===== src/rpc_pkg.sv =====
// Package for the reset propagation controller: link count, comma kinds,
// timing constants and the carrier structs shared by the design.
// Assumes a single 50 MHz core clock domain.
package rpc_pkg;

   localparam int          NUM_LINKS      = 6;
   localparam int          NUM_PAIRS      = 4;
   localparam int          COMMA_RUN_MIN  = 4;     // Commas needed to detect or send
   localparam int          RUN_CNT_W      = 3;
   localparam int          BLOCK_BIT_POS  = 6;     // Inbound-reset-block bit in port control
   localparam int          PORT_CTRL_W    = 8;
   localparam int          GUARD_CYCLES   = 65536; // Reset echo guard length, default
   localparam int          GUARD_W        = 32;
   localparam int          STD_CFG_FIRST  = 'h00;  // Standard config range start
   localparam int          STD_CFG_LAST   = 'h3F;  // Standard config range end

   // Comma codes on the per-pair symbol channel
   typedef enum logic [1:0]
   {
      RPC_COMMA_NONE  = 2'h0,
      RPC_COMMA_MASK  = 2'h1,
      RPC_COMMA_UNMSK = 2'h2,
      RPC_COMMA_ADDR  = 2'h3
   } rpc_comma_e;

   // What the winning source asks for
   typedef struct packed
   {
      logic       fullReset;   // Clear all state and buffers, then run init flow
      logic       partReset;   // Restore standard config and clear downstream map
      logic       clrMapOnly;  // Downstream trigger: map only, keep control bits
      rpc_comma_e sendKind;    // Comma to propagate, NONE for none
   } rpc_action_s;

   typedef enum logic [3:0]
   {
      RPC_ST_IDLE  = 4'h1,
      RPC_ST_SEND  = 4'h2,
      RPC_ST_RESET = 4'h4,
      RPC_ST_INIT  = 4'h8
   } rpc_state_e;

endpackage


===== src/rpc_reset_propagation_control.sv =====
// Reset propagation controller for a six-link serial switch node.
// Collects local, software, power-state and received-comma reset sources,
// sends comma bursts, drives reset strobes and starts the init flow.
// Assumes all inputs synchronous to sys_clk; comma symbols arrive one per
// pair per enabled cycle; init engines answer with initDone.
`timescale 1ns/1ps

// Overview of operation
// Power-up pin resets chip locally, never sends commas, then runs init flow.
// Global reset trigger resets chip, sends unmaskable comma, then runs init flow.
// Local reset trigger resets chip; with soft-comma flag sends maskable comma first.
// Downstream trigger clears downstream map, sends address comma, keeps control bits.
// D3 to D0 restores standard config and power capability, clears map, sends comma.
// Received address comma on unblocked port restores config and is forwarded; else ignored.
// All sources except the three partial kinds clear all state and buffers.
// Full resets run preload, link sync, identification, credit init; partial ones skip.
// Commas go only on synchronised links; payload-flow permit not needed.
// Received unmaskable comma accepted whatever the block bit (outside the guard), forwarded, guard started, chip reset.
// Maskable comma obeys port block bit 6; blocked ignored, else forwarded and reset.
// Propagating reset sends four consecutive commas on every pair of every synchronised link.
// Sending starts guard timer; received commas are discarded until it expires.
// Incoming reset needs at least four commas in a row on one working pair.
// Each port block bit resets to zero.
// Enumeration sets block bits except root ports; software may change them anytime.
// Guard timer length is a design parameter.
// Simultaneous sources: widest scope wins, only one comma burst sent.
module rpc_reset_propagation_control
   import rpc_pkg::*;
#(
   parameter int NLINK        = NUM_LINKS,
   parameter int NPAIR        = NUM_PAIRS,
   parameter int GUARD_LEN    = GUARD_CYCLES
)
(
   input  wire logic                        sys_clk,
   input  wire logic                        reset,
   input  wire logic                        clkEn,
   input  wire logic                        power_up_reset_in_n,
   input  wire logic                        globalResetWr,
   input  wire logic                        localResetWr,
   input  wire logic                        sendSoftCommaWr,
   input  wire logic                        downResetWr,
   input  wire logic                        pmD3ToD0,
   input  wire logic [NLINK-1:0]            linkSynced,
   input  wire logic [NLINK*NPAIR-1:0]      pairWorking,
   input  wire logic [NLINK*NPAIR*2-1:0]    rxComma,
   input  wire logic [NLINK*PORT_CTRL_W-1:0] node_control_register,
   input  wire logic                        initDone,
   output logic [NLINK*NPAIR*2-1:0]         txComma,
   output logic                             chipResetOut,
   output logic                             stdCfgResetOut,
   output logic                             downMapClearOut,
   output logic                             initStartOut,
   output logic                             initBusy,
   output logic                             guardActive
);

   localparam int NP = NLINK * NPAIR;

   // Block bit of one port's control register; its owner clears it on reset,
   // and a clear bit lets any partner reset this node
   function automatic logic blockBit(input logic [NLINK*PORT_CTRL_W-1:0] ctl, input int ln);
      blockBit = ctl[ln*PORT_CTRL_W + BLOCK_BIT_POS];
   endfunction

   // Rank of an action, higher means wider scope
   function automatic logic [1:0] commaRank(input rpc_comma_e k);
      case (k)
         RPC_COMMA_UNMSK: commaRank = 2'h3;
         RPC_COMMA_MASK:  commaRank = 2'h2;
         RPC_COMMA_ADDR:  commaRank = 2'h1;
         default:         commaRank = 2'h0;
      endcase
   endfunction

   rpc_state_e               state_ff, nxt_state;
   rpc_action_s              act_ff, nxt_act;
   logic [RUN_CNT_W-1:0]     runCnt_ff [NP];
   logic [RUN_CNT_W-1:0]     nxt_runCnt [NP];
   rpc_comma_e               runKind_ff [NP];
   rpc_comma_e               nxt_runKind [NP];
   logic [RUN_CNT_W-1:0]     sendCnt_ff, nxt_sendCnt;
   logic [GUARD_W-1:0]       guard_ff, nxt_guard;
   logic                     pinSeen_ff, nxt_pinSeen;
   logic [NP*2-1:0]          txComma_ff, nxt_txComma;
   logic                     chipRst_ff, nxt_chipRst;
   logic                     cfgRst_ff, nxt_cfgRst;
   logic                     mapClr_ff, nxt_mapClr;
   logic                     initStart_ff, nxt_initStart;
   rpc_action_s              req;
   logic [NLINK-1:0]         detMask, detUnmsk, detAddr;

   // Comma run detection per pair; a run only counts on a working pair
   always_comb
   begin
      detMask  = '0;
      detUnmsk = '0;
      detAddr  = '0;
      for (int p = 0; p < NP; p++)
      begin
         nxt_runKind[p] = rpc_comma_e'(rxComma[p*2 +: 2]);
         nxt_runCnt[p]  = runCnt_ff[p];
         if (!pairWorking[p] || nxt_runKind[p] == RPC_COMMA_NONE)
            nxt_runCnt[p] = '0;
         else if (nxt_runKind[p] != runKind_ff[p])
            nxt_runCnt[p] = RUN_CNT_W'(1);
         else if (runCnt_ff[p] < RUN_CNT_W'(COMMA_RUN_MIN))
            nxt_runCnt[p] = runCnt_ff[p] + RUN_CNT_W'(1);
         // Fire once, on the cycle the run reaches four
         if (nxt_runCnt[p] == RUN_CNT_W'(COMMA_RUN_MIN)
             && runCnt_ff[p] != RUN_CNT_W'(COMMA_RUN_MIN) && linkSynced[p/NPAIR])
         begin
            case (nxt_runKind[p])
               RPC_COMMA_MASK:  detMask[p/NPAIR]  = 1'b1;
               RPC_COMMA_UNMSK: detUnmsk[p/NPAIR] = 1'b1;
               RPC_COMMA_ADDR:  detAddr[p/NPAIR]  = 1'b1;
               default:         ;
            endcase
         end
      end
   end

   // Source arbitration; the widest scope wins so only one burst goes out
   always_comb
   begin
      logic rxUnmsk;
      logic rxMask;
      logic rxAddr;
      rxUnmsk = 1'b0;
      rxMask  = 1'b0;
      rxAddr  = 1'b0;
      req     = '{fullReset: 1'b0, partReset: 1'b0, clrMapOnly: 1'b0,
                  sendKind: RPC_COMMA_NONE};
      if (guard_ff == '0)
      begin
         for (int l = 0; l < NLINK; l++)
         begin
            rxUnmsk = rxUnmsk | detUnmsk[l];
            rxMask  = rxMask | (detMask[l] & ~blockBit(node_control_register, l));
            rxAddr  = rxAddr | (detAddr[l] & ~blockBit(node_control_register, l));
         end
      end
      if (globalResetWr || rxUnmsk)
         req = '{fullReset: 1'b1, partReset: 1'b0, clrMapOnly: 1'b0,
                 sendKind: RPC_COMMA_UNMSK};
      else if (rxMask || (localResetWr && sendSoftCommaWr))
         req = '{fullReset: 1'b1, partReset: 1'b0, clrMapOnly: 1'b0,
                 sendKind: RPC_COMMA_MASK};
      else if (localResetWr)
         req = '{fullReset: 1'b1, partReset: 1'b0, clrMapOnly: 1'b0,
                 sendKind: RPC_COMMA_NONE};
      else if (pmD3ToD0 || rxAddr)
         req = '{fullReset: 1'b0, partReset: 1'b1, clrMapOnly: 1'b0,
                 sendKind: RPC_COMMA_ADDR};
      else if (downResetWr)
         req = '{fullReset: 1'b0, partReset: 1'b0, clrMapOnly: 1'b1,
                 sendKind: RPC_COMMA_ADDR};
   end

   // Sequencer: idle, send burst, pulse resets, wait for init flow
   always_comb
   begin
      nxt_state     = state_ff;
      nxt_act       = act_ff;
      nxt_sendCnt   = sendCnt_ff;
      nxt_guard     = (guard_ff != '0) ? guard_ff - GUARD_W'(1) : guard_ff;
      nxt_pinSeen   = 1'b0;
      nxt_txComma   = '0;
      nxt_chipRst   = 1'b0;
      nxt_cfgRst    = 1'b0;
      nxt_mapClr    = 1'b0;
      nxt_initStart = 1'b0;
      case (state_ff)
         RPC_ST_IDLE:
         begin
            if (!power_up_reset_in_n)
            begin
               // Pin reset is local: no commas, init flow follows release
               nxt_pinSeen = 1'b1;
               nxt_chipRst = 1'b1;
            end
            else if (pinSeen_ff)
            begin
               nxt_state     = RPC_ST_INIT;
               nxt_initStart = 1'b1;
            end
            else if (req.sendKind != RPC_COMMA_NONE)
            begin
               nxt_act     = req;
               nxt_sendCnt = '0;
               nxt_state   = RPC_ST_SEND;
            end
            else if (req.fullReset)
            begin
               nxt_act   = req;
               nxt_state = RPC_ST_RESET;
            end
         end
         RPC_ST_SEND:
         begin
            // Four commas on every pair of every synced link
            for (int p = 0; p < NP; p++)
               if (linkSynced[p/NPAIR])
                  nxt_txComma[p*2 +: 2] = act_ff.sendKind;
            nxt_sendCnt = sendCnt_ff + RUN_CNT_W'(1);
            if (sendCnt_ff == RUN_CNT_W'(COMMA_RUN_MIN - 1))
            begin
               nxt_guard = GUARD_W'(GUARD_LEN);
               nxt_state = RPC_ST_RESET;
            end
         end
         RPC_ST_RESET:
         begin
            if (act_ff.fullReset)
            begin
               nxt_chipRst   = 1'b1;
               nxt_initStart = 1'b1;
               nxt_state     = RPC_ST_INIT;
            end
            else
            begin
               // Partial kinds: no state clear, no init flow
               nxt_cfgRst = act_ff.partReset;
               nxt_mapClr = 1'b1;
               nxt_state  = RPC_ST_IDLE;
            end
         end
         RPC_ST_INIT:
         begin
            if (!power_up_reset_in_n)
               nxt_state = RPC_ST_IDLE;
            else if (initDone)
               nxt_state = RPC_ST_IDLE;
         end
         default:
            nxt_state = RPC_ST_IDLE;
      endcase
      // Pin reset wins in every state: a burst or init flow in flight is cut
      // short, since the pin is local and must never let a comma escape
      if (!power_up_reset_in_n)
      begin
         nxt_state     = RPC_ST_IDLE;
         nxt_pinSeen   = 1'b1;
         nxt_txComma   = '0;
         nxt_chipRst   = 1'b1;
         nxt_cfgRst    = 1'b0;
         nxt_mapClr    = 1'b0;
         nxt_initStart = 1'b0;
      end
   end

   // Registers; guard timer survives the chip reset it causes on purpose
   always_ff @(posedge sys_clk or posedge reset)
   begin
      if (reset)
      begin
         state_ff     <= RPC_ST_IDLE;
         act_ff       <= '{fullReset: 1'b0, partReset: 1'b0, clrMapOnly: 1'b0,
                           sendKind: RPC_COMMA_NONE};
         sendCnt_ff   <= '0;
         guard_ff     <= '0;
         pinSeen_ff   <= 1'b0;
         txComma_ff   <= '0;
         chipRst_ff   <= 1'b0;
         cfgRst_ff    <= 1'b0;
         mapClr_ff    <= 1'b0;
         initStart_ff <= 1'b0;
         for (int p = 0; p < NP; p++)
         begin
            runCnt_ff[p]  <= '0;
            runKind_ff[p] <= RPC_COMMA_NONE;
         end
      end
      else if (clkEn)
      begin
         state_ff     <= nxt_state;
         act_ff       <= nxt_act;
         sendCnt_ff   <= nxt_sendCnt;
         guard_ff     <= nxt_guard;
         pinSeen_ff   <= nxt_pinSeen;
         txComma_ff   <= nxt_txComma;
         chipRst_ff   <= nxt_chipRst;
         cfgRst_ff    <= nxt_cfgRst;
         mapClr_ff    <= nxt_mapClr;
         initStart_ff <= nxt_initStart;
         for (int p = 0; p < NP; p++)
         begin
            runCnt_ff[p]  <= nxt_runCnt[p];
            runKind_ff[p] <= nxt_runKind[p];
         end
      end
   end

   // Outputs; block bits themselves live in the port registers (reset 0)
   assign txComma         = txComma_ff;
   assign chipResetOut    = chipRst_ff;
   assign stdCfgResetOut  = cfgRst_ff;
   assign downMapClearOut = mapClr_ff;
   assign initStartOut    = initStart_ff;
   assign initBusy        = (state_ff == RPC_ST_INIT);
   assign guardActive     = (guard_ff != '0);

endmodule // rpc_reset_propagation_control


===== config.mk =====
export PLATFORM = sky130hd
export DESIGN_NAME = rpc_reset_propagation_control
export DESIGN_NICKNAME = d
export VERILOG_FILES = /design/src/rpc_pkg.sv /design/src/rpc_reset_propagation_control.sv
export SDC_FILE = /design/constraint.sdc
export NUM_CORES = 1
export LEC_CHECK = 0
export BUFFER_PORTS_ARGS = -buffer_cell sky130_fd_sc_hd__buf_4
export CAP_MARGIN = 20
export CELL_PAD_IN_SITES_DETAIL_PLACEMENT = 2
export CELL_PAD_IN_SITES_GLOBAL_PLACEMENT = 2
export CORE_MARGIN = 1.5
export CORE_UTILIZATION = 32
export DETAILED_ROUTE_END_ITERATION = 7
export GPL_TIMING_DRIVEN = 0
export PLACE_DENSITY_LB_ADDON = 0.1
export SLEW_MARGIN = 20
export SYNTH_ARGS = -nofsm -noshare
export SYNTH_HDL_FRONTEND = slang
export SYNTH_SLANG_ARGS = --single-unit
export TNS_END_PERCENT = 100

===== constraint.sdc =====
create_clock -name sys_clk -period 5 [get_ports sys_clk]
set_input_delay 0 -clock sys_clk [delete_from_list [all_inputs] [get_ports sys_clk]]
set_output_delay 0 -clock sys_clk [all_outputs]
set_load 0.02 [all_outputs]

==> out/metrics.yaml <==
outcome: "finished clean"
final_cell_mix: "dfrtp_1, buf_4, inv_1"
dr.pass1.iters: 4
hold_ws_ns: 0.0217
synth_top_family_by_area: "simple AND/OR/NAND/NOR gates"
cp_slowest_cell: "nor4b_1"
crit_fanout: 4
placed_area_mm2: 0.0135
numCtsBuffers: 17
drive_above_1_share_pct: 17.8
fp.dieW_um: 196
min_to: "runCnt_ff[63]$_DFFE_PP0P_"
cp_top_family: "simple AND/OR/NAND/NOR gates"
start_util_pct: 32.5
ys_warn_count: 0
antenna_found_initial: 3
via_per_inst: 5.44
portBuffers: 131
ys_async_sr_fraction_pct: 100
yosysTopAreaCellShare_pct: 37.7
hold_class: "in -> reg"
crit_start: "runCnt_ff[63]$_DFFE_PP0P_"
ys_types: 72
avgSynthCellArea_um2: 9.24
synth-simple-area-share_pct: 21.6
dp_slack_ns: 1.54
post-place-cells: 1888
regToRegSetupSlack_ns: 1.21
crit_cells: 12
dpl.hpwl_um: 31500
area_growth_pct: 24.6
num_rows: 70
clock_skew_ns: 0.0196
power_mw: 4.25
drc: 0
grt_pass1_vias: 11500
synth_area_leader_cell: "dfrtp_1"
grt-ovfl-total: 0
utilization_pct: 40.5
ys_top_cells_by_area: "dfrtp_1, ha_1, mux2_2, xnor2_1, xor2_1"
vdd_drop_max_mv: 0.227
synth_xor_area_share_pct: 6.92
drv_slew: 0
rsz0062_at_grt: "false"
gp_congestion: 0.832
min_path_cells: 4
arrival_ns: 4.12
synthMuxAreaShare_pct: 4.71
cts_tree: "done"
cts_sinks: 180
fin_crit_sh_pct: 75.8
synth_seq_cells: 180
cap_violations: 0
path_cells: "inv_1 -> ha_1 -> nor3b_1 -> o2111ai_1 -> nor4b_1 -> a31oi_1 -> nand4_1 -> o21ai_1 -> nor3b_1 -> o21ai_0 -> o21ai_0 -> dlygate4sd3_1"
wl_um: 42700
synth_compound_area_share_pct: 16.7
synth_nets: 1474
grt_util_met1_pct: 29.7
root_buffer: "clkbuf_16"
fmax_mhz: 264
syn-instance-count: 1287
path_class: "reg -> reg"
min_from: "pairWorking[2]"
endpoint_kind: "flip-flop"
fin_crit_ns: 3.79
synth_edf_count: 0
fin_area_mm2: 0.0148
worst_ep_required_time_ns: 5.33
drt_iter0_markers: 464
grt_use_met2_pct: 39.1
r2r-end: "act_ff[4]$_DFFE_PP0P_"
layout_commonest_cell: "dfrtp_1"
grt_max_degree: 96
maxSlewHeadroom_pct: 27.9
ant_nets: 0
finalHoldViolations: 0
track_usage_pct: 22.8
grt_pass1_wl_um: 67100
r2r-start: "runCnt_ff[63]$_DFFE_PP0P_"
wl_per_cell_um: 21.5
use_met3_pct: 3.66
path_clk_slew_ns: 0.08
busiest_layer: "met2"
clkLatencyLatePin_ns: 0.46
path_buf_inv: 2
nNetsFinal: 1692
io-pin-count: 190
die_y_um: 196
power_density_mw_per_mm2: 287
r2r_cells: 12
worst_slack_ns: 1.21
ys_seq_area_share_pct: 37.9
htreeDepth: 4
netlist_area_mm2: 0.0119
crit_path_start_kind: "flip-flop"
tightest_slew_ns: 1.08
core_area_mm2: 0.0366
vias: 10800
final_cells: 1987
clk_path_buf_depth: 2
slowest_delay_ns: 0.85
synthFlopType: "dfrtp_1"
die-area_mm2: 0.0383
power_leakage_nw: 6.13
setup_tns_ns: 0
synthAdderAreaFrac_pct: 5.37
post_cts_resize_count: 0
setup_viol: 0
==> cells in the mapped netlist (10+ instances only) <==
master     count
dfrtp_1      179
inv_1         95
nand2_1       76
o21ai_0       72
a21oi_1       71
nor2_1        71
ha_1          51
xnor2_1       49
mux2_2        48
nor4_1        47
xor2_1        45
clkbuf_1      40
buf_4         36
nor3b_1       35
o31ai_1       32
nand3_1       31
nor4bb_1      27
nand4_1       21
o211ai_1      20
nor3_1        17
nand3b_1      15
a22o_1        13
a22oi_1       12
and3_1        12
nor2b_1       12
nor4b_1       12
o31a_1        11
or3_1         11
or4_1         11
nand2b_1      10
o2111ai_1     10
o2bb2a_1      10
==> cell families after synthesis <==
logic type,Yosys count
AOI/OAI and AO/OA,298
xor gates and xnor gates,94
adders and majority gates,51
buffers and inverters,179
DFF,180
muxes,50
and+or+nand+nor,435
==> per-layer routing <==
layer | vias to the layer above | wire, um
met5 | - | 13
met4 | 2 | 855
met1 | 5508 | 19800
li1 | 5110 | -
met2 | 164 | 20600
met3 | 35 | 1420
==> state kept, by name (all words and copies together), names as in the netlist, 3 cells and up <==
signal and cells:
runCnt_ff 72, sendCnt_ff 3, guard_ff 32, act_ff 4
state_ff 4, txComma 12, runKind_ff 48
==> power breakdown <==
part | switching [mW] | leakage (nW) | internal [mW]
clock network | 0.675 | 0.295 | 0.802
registers | 0.199 | 2.32 | 1.64
logic | 0.523 | 3.52 | 0.408
total | 1.40 | 6.13 | 2.85
==> how the worst max path moves through the flow <==
stage                                endpoint  slack (ns)
global route            act_ff[4]$_DFFE_PP0P_        0.96
CTS                     act_ff[4]$_DFFE_PP0P_        1.29
global placement    runKind_ff[8]$_DFFE_PP0P_       -2.91
floorplan               act_ff[0]$_DFFE_PP0P_        0.11
detailed placement  sendCnt_ff[2]$_DFFE_PP0P_        1.54
finish                  act_ff[4]$_DFFE_PP0P_        1.21
==> worst min-delay path: stages <==
cell	delay [ns]
buf_4	0.12
o31a_1	0.12
o211ai_1	0.10
o21ai_0	0.09
==> layout make-up <==
class | count | area [um2]
multi-input combinational | 928 | 6580
clock buffer | 17 | 425
timing repair buffer | 199 | 1700
clock inverter | 15 | 193
inverter | 96 | 368
fill | 4050 | 21800
antenna | 1 | 2.50
sequential | 180 | 4510
buffer | 83 | 452
tap | 468 | 586
==> timing repair <==
item | 4_1_cts | 5_1_grt
endpoints found under the hold margin | 166 | 0
hold buffers | 66 | 0
buffers inserted | 0 | 0
Note: power is estimated with default switching activity, not from simulation.
